$ cat src/irq_enable_pkg.sv
// Constants, field layout and bus carriers for the peripheral interrupt enable block
package irq_enable_pkg;

    // ****************************************************************
    // Widths
    // ****************************************************************
    localparam int REG_WIDTH  = 8;                    // Register data width
    localparam int ADDR_WIDTH = 8;                    // Byte address width
    localparam int BUS_WIDTH  = 32;                   // Wishbone data width
    localparam int SEL_WIDTH  = 4;                    // Byte select width

    // ****************************************************************
    // Register map (byte addresses)
    // ****************************************************************
    localparam logic [ADDR_WIDTH-1:0] ENABLE_OFS = 8'h00; // Enable register
    localparam logic [ADDR_WIDTH-1:0] FLAG_OFS   = 8'h04; // Sticky flags, write one to clear
    localparam logic [ADDR_WIDTH-1:0] CTRL_OFS   = 8'h08; // Global and master enables
    localparam logic [ADDR_WIDTH-1:0] STATUS_OFS = 8'h0c; // Pending requests, read only

    // ****************************************************************
    // Field positions of the enable and flag registers
    // ****************************************************************
    localparam int BIT_T1_GATE   = 7;                 // Timer-1 gate acquisition
    localparam int BIT_CONVERTER = 6;                 // Converter completion
    localparam int BIT_SER_RX    = 5;                 // Serial receive
    localparam int BIT_SER_TX    = 4;                 // Serial transmit
    localparam int BIT_SYNC_PORT = 3;                 // Synchronous serial port
    localparam int BIT_UNUSED    = 2;                 // Unimplemented
    localparam int BIT_T2_MATCH  = 1;                 // Timer-2 period match
    localparam int BIT_T1_OVF    = 0;                 // Timer-1 overflow

    // Field positions of the control register
    localparam int CTRL_GLOBAL_BIT = 7;               // global_irq_en
    localparam int CTRL_PERIPH_BIT = 6;               // periph_master_en

    // Byte lane that carries the register byte
    localparam int LANE_LOW = 0;

    // ****************************************************************
    // Reset values
    // ****************************************************************
    localparam logic [REG_WIDTH-1:0] ENABLE_RESET = 8'h00;
    localparam logic [REG_WIDTH-1:0] FLAG_RESET   = 8'h00;
    localparam logic                 CTRL_RESET   = 1'h0;
    localparam logic [BUS_WIDTH-1:0] BUS_ZERO     = 32'h0000_0000;

    // ****************************************************************
    // Bus carriers
    // ****************************************************************
    typedef struct packed {
        logic                  cyc;                   // Cycle in progress
        logic                  stb;                   // Strobe
        logic                  we;                    // Write enable
        logic [ADDR_WIDTH-1:0] adr;                   // Byte address
        logic [SEL_WIDTH-1:0]  sel;                   // Byte selects
        logic [BUS_WIDTH-1:0]  dat;                   // Write data
    } wb_req_t;

    typedef struct packed {
        logic                 ack;                    // Acknowledge
        logic [BUS_WIDTH-1:0] dat;                    // Read data
    } wb_rsp_t;

endpackage

$ cat src/irq_source_cell.sv
// One interrupt source: enable bit, sticky flag and gated request
`timescale 1ns/1ps
module irq_source_cell #(
    parameter bit IMPLEMENTED = 1'b1                  // Zero leaves the slot empty
) (
    input  wire logic sys_clk,
    input  wire logic rst,
    input  wire logic ce,
    input  wire logic enWrite,                        // Enable register write strobe
    input  wire logic enData,                         // Bit value being written
    input  wire logic flagClear,                      // Software clear of the flag
    input  wire logic srcEvent,                       // Peripheral event pulse
    output logic      enBit,                          // Stored enable
    output logic      flagBit,                        // Stored flag
    output logic      request                         // Flag passed by the enable
);
    import irq_enable_pkg::*;

    // Enable bit: software writes it, every reset clears it
    always_ff @(posedge sys_clk) begin
        if (rst) begin
            enBit <= CTRL_RESET;
        end else if (ce && enWrite && IMPLEMENTED) begin
            enBit <= enData;
        end
    end

    // Flag: set by the event whatever the enables say; a set beats a clear
    always_ff @(posedge sys_clk) begin
        if (rst) begin
            flagBit <= CTRL_RESET;
        end else if (ce && IMPLEMENTED) begin
            if (srcEvent) begin
                flagBit <= 1'b1;
            end else if (flagClear) begin
                flagBit <= 1'b0;
            end
        end
    end

    // Only an enabled flag leaves the cell
    assign request = IMPLEMENTED & enBit & flagBit;

endmodule

$ cat src/periph_irq_enable.sv
// Peripheral interrupt enable register with Wishbone slave and core request
//
// Our own choices: the Wishbone slave port and the address map.
`timescale 1ns/1ps
module periph_irq_enable #(
    parameter bit HAS_CONVERTER = 1'b1                // Zero on variants without converter
) (
    input  wire logic                    sys_clk,
    input  wire logic                    rst,
    input  wire logic                    ce,
    input  wire irq_enable_pkg::wb_req_t wbReq,
    output irq_enable_pkg::wb_rsp_t      wbRsp,
    input  wire logic [7:0]              srcEvent,
    output logic                         irqToCore
);
    import irq_enable_pkg::*;

    // ****************************************************************
    // Bus decode
    // ****************************************************************

    logic                 ackReg;                     // Acknowledge flop
    logic [BUS_WIDTH-1:0] rdatReg;                    // Read data flop
    logic                 request;                    // New access this cycle
    logic                 wrAccess;                   // Write that commits now
    logic                 laneLow;                    // Low byte lane selected
    logic                 hitEnable;                  // Enable register addressed
    logic                 hitFlag;                    // Flag register addressed
    logic                 hitCtrl;                    // Control register addressed
    logic                 hitStatus;                  // Status register addressed
    logic [REG_WIDTH-1:0] wrByte;                     // Low byte of write data

    // A request is new only while no acknowledge is out, so a held request
    // in the ack cycle does not commit a second time
    assign request  = wbReq.cyc & wbReq.stb & ~ackReg;
    assign wrAccess = request & wbReq.we;
    assign laneLow  = wbReq.sel[LANE_LOW];
    assign wrByte   = wbReq.dat[REG_WIDTH-1:0];

    // Address compare for each mapped register
    assign hitEnable = (wbReq.adr == ENABLE_OFS);
    assign hitFlag   = (wbReq.adr == FLAG_OFS);
    assign hitCtrl   = (wbReq.adr == CTRL_OFS);
    assign hitStatus = (wbReq.adr == STATUS_OFS);

    // ****************************************************************
    // Control register: global and peripheral master enables
    // ****************************************************************

    logic globalEnReg;                                // global_irq_en
    logic periphEnReg;                                // periph_master_en

    // Global enable: software only
    always_ff @(posedge sys_clk) begin
        if (rst) begin
            globalEnReg <= CTRL_RESET;
        end else if (ce && wrAccess && hitCtrl && laneLow) begin
            globalEnReg <= wrByte[CTRL_GLOBAL_BIT];
        end
    end

    // Peripheral master enable: software only
    always_ff @(posedge sys_clk) begin
        if (rst) begin
            periphEnReg <= CTRL_RESET;
        end else if (ce && wrAccess && hitCtrl && laneLow) begin
            periphEnReg <= wrByte[CTRL_PERIPH_BIT];
        end
    end

    // ****************************************************************
    // Source cells
    // ****************************************************************

    logic [REG_WIDTH-1:0] implMask;                   // Which slots exist
    logic [REG_WIDTH-1:0] enBits;                     // peripheral_irq_enable_one
    logic [REG_WIDTH-1:0] flagBits;                   // Sticky flags
    logic [REG_WIDTH-1:0] pendBits;                   // Flags passed by enables
    logic                 enWrite;                    // Enable register write
    logic                 flagWrite;                  // Flag register write

    assign enWrite   = wrAccess & hitEnable & laneLow;
    assign flagWrite = wrAccess & hitFlag & laneLow;

    // Slot map: bit 2 is always empty, bit 6 only with the converter
    always_comb begin
        implMask                = {REG_WIDTH{1'b1}};
        implMask[BIT_UNUSED]    = 1'b0;
        implMask[BIT_CONVERTER] = HAS_CONVERTER;
    end

    // One cell per bit; empty slots keep their flops at reset value, which
    // costs a few idle flops but keeps the map regular
    genvar gi;
    generate
        for (gi = 0; gi < REG_WIDTH; gi++) begin : gSrc
            localparam bit IMPL = (gi != BIT_UNUSED) &&
                                  ((gi != BIT_CONVERTER) || HAS_CONVERTER);
            irq_source_cell #(
                .IMPLEMENTED (IMPL)
            ) uCell (
                .sys_clk   (sys_clk),
                .rst       (rst),
                .ce        (ce),
                .enWrite   (enWrite),
                .enData    (wrByte[gi]),
                .flagClear (flagWrite & wrByte[gi]),
                .srcEvent  (srcEvent[gi]),
                .enBit     (enBits[gi]),
                .flagBit   (flagBits[gi]),
                .request   (pendBits[gi])
            );
        end
    endgenerate

    // ****************************************************************
    // Request to the core
    // ****************************************************************

    logic anyPending;                                 // Some enabled flag is set
    logic irqReg;                                     // Request flop

    assign anyPending = |(pendBits & implMask);

    // Request needs an enabled flag, the master enable and the global enable;
    // registered so the core sees a clean level, one cycle behind the flag
    always_ff @(posedge sys_clk) begin
        if (rst) begin
            irqReg <= CTRL_RESET;
        end else if (ce) begin
            irqReg <= anyPending & periphEnReg & globalEnReg;
        end
    end

    assign irqToCore = irqReg;

    // ****************************************************************
    // Read path
    // ****************************************************************

    logic [BUS_WIDTH-1:0] rdatNext;                   // Read value to capture
    logic [REG_WIDTH-1:0] ctrlByte;                   // Control register image

    // Control image: only the two enable bits are stored
    always_comb begin
        ctrlByte                  = {REG_WIDTH{1'b0}};
        ctrlByte[CTRL_GLOBAL_BIT] = globalEnReg;
        ctrlByte[CTRL_PERIPH_BIT] = periphEnReg;
    end

    // Read mux; unmapped addresses and empty slots read zero
    always_comb begin
        rdatNext = BUS_ZERO;
        if (hitEnable) begin
            rdatNext[REG_WIDTH-1:0] = enBits & implMask;
        end else if (hitFlag) begin
            rdatNext[REG_WIDTH-1:0] = flagBits & implMask;
        end else if (hitCtrl) begin
            rdatNext[REG_WIDTH-1:0] = ctrlByte;
        end else if (hitStatus) begin
            rdatNext[REG_WIDTH-1:0] = pendBits & implMask;
        end else begin
            rdatNext = BUS_ZERO;
        end
    end

    // Acknowledge: one cycle after the request, dropped the cycle after;
    // unmapped addresses are acknowledged too so the master never hangs
    always_ff @(posedge sys_clk) begin
        if (rst) begin
            ackReg <= CTRL_RESET;
        end else if (ce) begin
            ackReg <= request;
        end
    end

    // Read data is captured with the acknowledge and cleared otherwise
    always_ff @(posedge sys_clk) begin
        if (rst) begin
            rdatReg <= BUS_ZERO;
        end else if (ce) begin
            if (request && !wbReq.we) begin
                rdatReg <= rdatNext;
            end else begin
                rdatReg <= BUS_ZERO;
            end
        end
    end

    assign wbRsp.ack = ackReg;
    assign wbRsp.dat = rdatReg;

endmodule

$ cat config.mk
export PLATFORM = sky130hd
export DESIGN_NAME = periph_irq_enable
export DESIGN_NICKNAME = d
export VERILOG_FILES = /design/src/irq_enable_pkg.sv /design/src/irq_source_cell.sv /design/src/periph_irq_enable.sv
export SDC_FILE = /design/constraint.sdc
export NUM_CORES = 1
export LEC_CHECK = 0
export ABC_AREA = 1
export BUFFER_PORTS_ARGS = -buffer_cell sky130_fd_sc_hd__buf_2
export CELL_PAD_IN_SITES_DETAIL_PLACEMENT = 1
export CELL_PAD_IN_SITES_GLOBAL_PLACEMENT = 1
export CORE_MARGIN = 3
export CORE_UTILIZATION = 31
export CTS_BUF_LIST = sky130_fd_sc_hd__clkbuf_4
export DETAILED_ROUTE_END_ITERATION = 8
export PLACE_DENSITY = 0.95
export SYNTH_ARGS = -nofsm -noshare
export SYNTH_HDL_FRONTEND = slang
export SYNTH_SLANG_ARGS = --single-unit
$ cat constraint.sdc
create_clock -name sys_clk -period 2.8 [get_ports sys_clk]
set_input_delay 0.56 -clock sys_clk [delete_from_list [all_inputs] [get_ports sys_clk]]
set_output_delay 0.56 -clock sys_clk [all_outputs]
set_load 0.01 [all_outputs]
# Word level (Yosys, flattened, before mapping)
# Cells that the tools add are included.
[totals]
input_bits = 58
wordCells = 87
rom_bits = 0
ram_bits = 0
reg_bits = 50
memories = 0
latchBits = 0
output_inout_bits = 34
[op_classes]
div_mod_pow = 0
multipliers = 0
n_mux = 19
reduce_logical = 22
n_bitwise = 24
n_shift = 0
add_sub_neg = 0
n_eq_ne = 3
order_cmp = 0
[op_table]
columns = ["op", "count"]
rows = [
  ["2-to-1 mux 8 bit", 5],
  ["AND 1 bit", 23],
  ["== test 8 x 4 -> 1 bit, second input constant", 2],
  ["2-to-1 mux 1 bit", 14],
  ["AND reduction 2 bit", 7],
  ["nonzero test 2 bit", 7],
  ["== test 8 x 3 -> 1 bit, second input constant", 1],
  ["zero test 8 bit", 1],
  ["OR reduction 7 bit", 1],
  ["logical AND 1 bit", 5],
  ["zero test 1 bit", 1],
  ["inverter 1 bit", 1],
]

# Logic depth before layout (Yosys ltp)
[logic_depth]
ltp_word = 8
mapped_depth = 9
mapped_depth_nobuf = 9

# Cells and area by module
# A second synthesis with hierarchy kept.
[hier_totals]
cells_unflattened = 273
area_unflattened_um2 = 1724.2
[by_module_without_submodules]
columns = ["mod", "area_each_um2", "cells_per_inst", "seq_area_each_um2", "n_inst"]
rows = [
  ["periph_irq_enable", 1093.5, 168, 220.2, 1],
  ["irq_source_cell", 90.1, 15, 40.0, 7],
]

# Worst setup path before layout
# No wires, ideal clock.
[synth_timing]
path_type = "input-to-reg"
start = "input wbReq[43] (netlist name)"
end = "register gSrc[0].uCell.enBit"
setup_time_ns = 0.117
path_buffers = 1
setup_slack_ns = 1.259
required_ns = 2.683
stages = 7
arrival_time_ns = 1.425
path_cell_list = "nor2_2 nand2_2 nor3_4 nand2_4 buf_6 o21ai_1 a21oi_1"
[synth_between]
elab_chain_len = 4
[synth_rtl]
columns = ["element", "line_no", "source"]
rows = [
  ["start: declaration", "periph_irq_enable.sv:11", "input wire irq_enable_pkg::wb_req_t wbReq,"],
  ["zero test 8 bit", "periph_irq_enable.sv:41", "assign hitEnable = (wbReq.adr == ENABLE_OFS);"],
  ["AND 1 bit (2 in a row)", "periph_irq_enable.sv:82", "assign enWrite = wrAccess & hitEnable & laneLow;"],
  ["logical AND 1 bit", "irq_source_cell.sv:23", "end else if (ce && enWrite && IMPLEMENTED) begin"],
  ["end signal: assignment", "irq_source_cell.sv:24", "enBit <= enData;"],
  ["end: declaration", "irq_source_cell.sv:13", "output logic enBit,"],
]
# No other way between the ends.
# A chain may end at the register's enable or synchronous reset.

# Worst setup path after layout
[layout_timing]
start = "input ce"
end = "register gSrc[3].uCell.enBit"
[layout_between]
elab_chain_len = 1
[layout_rtl]
columns = ["element", "line_no", "source"]
rows = [
  ["start: declaration", "periph_irq_enable.sv:10", "input wire logic ce,"],
  ["logical AND 1 bit", "irq_source_cell.sv:23", ""],
  ["end signal: assignment", "irq_source_cell.sv:24", ""],
  ["end: declaration", "irq_source_cell.sv:13", ""],
]
# No other way between the ends.

==> run_results.csv <==
group,metric,value,unit
timing,final_max_slew_viol_count,0,
cts,clk_pin_slew,0.15,ns
global_route,grt_first_pass_wirelength,5.99,mm
worst_setup_path,slowest_delay,0.41,ns
cts,cts.sink_count,25,
timing,hold_violations,0,
floorplanning,io_pins,92,
cts,postCtsResizedCells,0,
floorplanning,core,4500,um^2
drt,wl_per_cell,12.3,um
timing,fin_crit,1.61,ns
yosys,yosysWarnings,0,
timing,finalCritPeriodShare,57.5,%
yosys,seq_area_frac_synth,33.6,%
cts,clk_path_buf_depth,2,
placement,placed_cells,296,
worst_setup_path,crit_slowest_cell,"nor2_2",
cts,cts_inserted_buffers,3,
yosys,synthesis.area,1490,um^2
layout,final_nets,307,
job,drv_cap,0,
cts,hold_buffers,0,
layout,layout-drive-gt1-share,23.8,%
worst_setup_path,worstPathRequired,3.03,ns
timing,grt_setup_unrepaired,"false",
global_route,grt.overflow.total,0,
drt,vias,1405,
worst_hold_path,hp-class,"in2reg",
cts,htreeDepth,1,
worst_setup_path,timing_worst_setup_path_type,"in2reg",
global_route,grt_antenna_before_repair,0,
drt,drtPass1Iterations,4,
cts,clock_latency,0.32,ns
worst_setup_path,path_delay_family,"simple AND/OR/NAND/NOR gates",
global_route,grt_max_degree,17,
layout,stdcell_count,300,
floorplanning,initial_core_util,33.1,%
timing,setup-violations-final,0,
yosys,synth.distinct_cells,25,
floorplanning,die-area,5670,um^2
timing,maxSlewHeadroom,66.4,%
layout,synthToLayoutAreaGrowth,9.66,%
layout,utilization,36.3,%
drt,viasPerCell,4.68,
placement,hpwl,3.02,mm
pwr,leakagePower,0.774,nW
timing,tightest_slew,0.501,ns
yosys,syn_inst,215,
worst_setup_path,cp-end-kind,"register",
layout,diodes,0,
floorplanning,num_rows,24,
worst_setup_path,crit_arrival,1.84,ns
yosys,synth_top_area_cell,"dfxtp_1",
cts,cts_tree,"built",
placement,gp_congestion,0.873,
yosys,synth_top_area_share,33.6,%
drt,detail-route-antenna-nets,0,
pwr,power_density,381,nW/um^2
floorplanning,die_w,75.3,um
yosys,synthTopCellsByArea,"dfxtp_1, buf_4, nand2_1, a21oi_1, nand3_1",
timing,fin_tns_setup,0,ns
drt,drtIter0Drc,20,
worst_setup_path,cp_cell_sequence,"buf_2 > nand4_1 > nor2_2 > nand2_4 > o21ai_0 > a21oi_1",
drt,drt_wl_total,3.70,mm
floorplanning,fp.dieH,75.3,um
worst_setup_path,path_buf_inv,1,
placement,dpl_cell_area,1600,um^2
layout,final_cell_area,1630,um^2
global_route,first_global_vias,1318,
timing,skew,0.00536,ns
pwr,ir_drop,0.170,mV
cts,cts_setup_buffers,0,
worst_setup_path,cp-start-kind,"input port",
placement,numPortBuffers,37,
timing,fmax,621,MHz
timing,hold_slack,0.459,ns
global_route,gr-usage-all-layers,13.3,%
worst_setup_path,path_max_fanout,14,
layout,nFillCells,591,
outcome,run_status,"finished, final reports clean",
drt,drc_errors,0,
cts,cts_root_buf,"clkbuf_4",
yosys,synth_area_per_cell,6.93,um^2
yosys,ys_ff_latch,25,
[power breakdown]
part / leakage, nW / switching (mW) / internal (mW)
Sequential: 0.203 / 0.00688 / 0.364
Clock: 0.0139 / 0.114 / 0.0546
Combinational: 0.557 / 0.0563 / 0.0266
Total: 0.774 / 0.178 / 0.445
[layout make-up]
cell class	instances	area, um^2	share of cell area [%]
Multi-Input combinational cell	161	773	47.4
Clock inverter	1	7.51	0.460
Timing Repair Buffer	37	185	11.3
Sequential cell	25	500	30.7
Clock buffer	3	22.5	1.38
Inverter	21	78.8	4.83
Tap cell	52	65.1	3.98
[metal layers]
| metal | up-vias | routed length [um] | track usage (%) | part of all wire [%] |
|---|---|---|---|---|
| met3 | 2 | 221 | 1.72 | 6.0 |
| met4 | 0 | 17 | 2.91 | 0.46 |
| li1 | 716 | - | - | - |
| met2 | 37 | 1800 | 23.3 | 49 |
| met1 | 650 | 1660 | 17.5 | 45 |
| met5 | - | 0 | 0 | 0 |
[state kept, by name, indices dropped and copies added, names as in the netlist]
signal              flops
rdatReg                 7
irqToCore               1
globalEnReg             1
gSrc.uCell.flagBit      7
ackReg                  1
gSrc.uCell.enBit        7
periphEnReg             1
[path summary, 6_finish.rpt]
path | end | start | cells after the start | slack [ns]
worst max-delay path | gSrc[3].uCell.enBit$_SDFFE_PP0P_ | ce | 6 | 1.19
worst max register to register | gSrc[3].uCell.enBit$_SDFFE_PP0P_ | ackReg$_SDFFE_PP0P_ | 6 | 1.27
worst min-delay path | gSrc[3].uCell.flagBit$_SDFFE_PP0P_ | srcEvent[3] | 3 | 0.46
worst min register to register | rdatReg[6]$_SDFFE_PP0P_ | rdatReg[6]$_SDFFE_PP0P_ | 2 | 0.47
[stage by stage]
step,worst slack [ns],total power [mW]
2_1_floorplan,1.26,0.454
3_3_place_gp,0.910,0.459
3_5_place_dp,0.832,0.461
4_1_cts,1.19,0.630
5_1_grt,1.02,0.658
6_report,1.19,0.623
[synthesized netlist by cell type]
master,count
buf_4,26
o21ai_0,9
nor3_4,1
o211ai_1,1
o21ai_1,2
nand2_4,2
dfxtp_1,25
inv_1,15
a21oi_2,1
nand3b_1,5
nand2_2,2
clkbuf_1,4
nand4_1,2
nand3_1,24
o21ai_2,1
a21oi_1,29
inv_2,6
buf_6,1
nor3_2,1
buf_2,1
nor2_2,4
nand2_1,44
or2_0,1
conb_1,1
nor2_1,7
[placed cells by master (no fill, tap or decap), types with 2 or more instances in the layout]
cell      instances
conb_1           25
buf_2            37
inv_2             6
nor2_2            4
nand2_4           2
clkbuf_4          3
inv_1            15
nand3b_1          5
dfxtp_1          25
nand4_1           2
nand2_2           2
o21ai_0           9
nand3_1          24
nor2_1            7
o21ai_1           2
a21oi_1          29
nand2_1          44
[kinds of logic after synthesis]
logic type	count (synthesis)	share of synthesized area (%)
buffers and inverters	53	20.5
other	1	0.252
AO/OA/AOI/OAI	43	15.1
AND/OR/NAND/NOR	93	30.5
flip-flops	25	33.6
[tightest hold or removal path: stages]
cell     delay [ns]
buf_2          0.09
nand2_1        0.05
a21oi_1        0.05
Power figures use the tool's default switching activity.
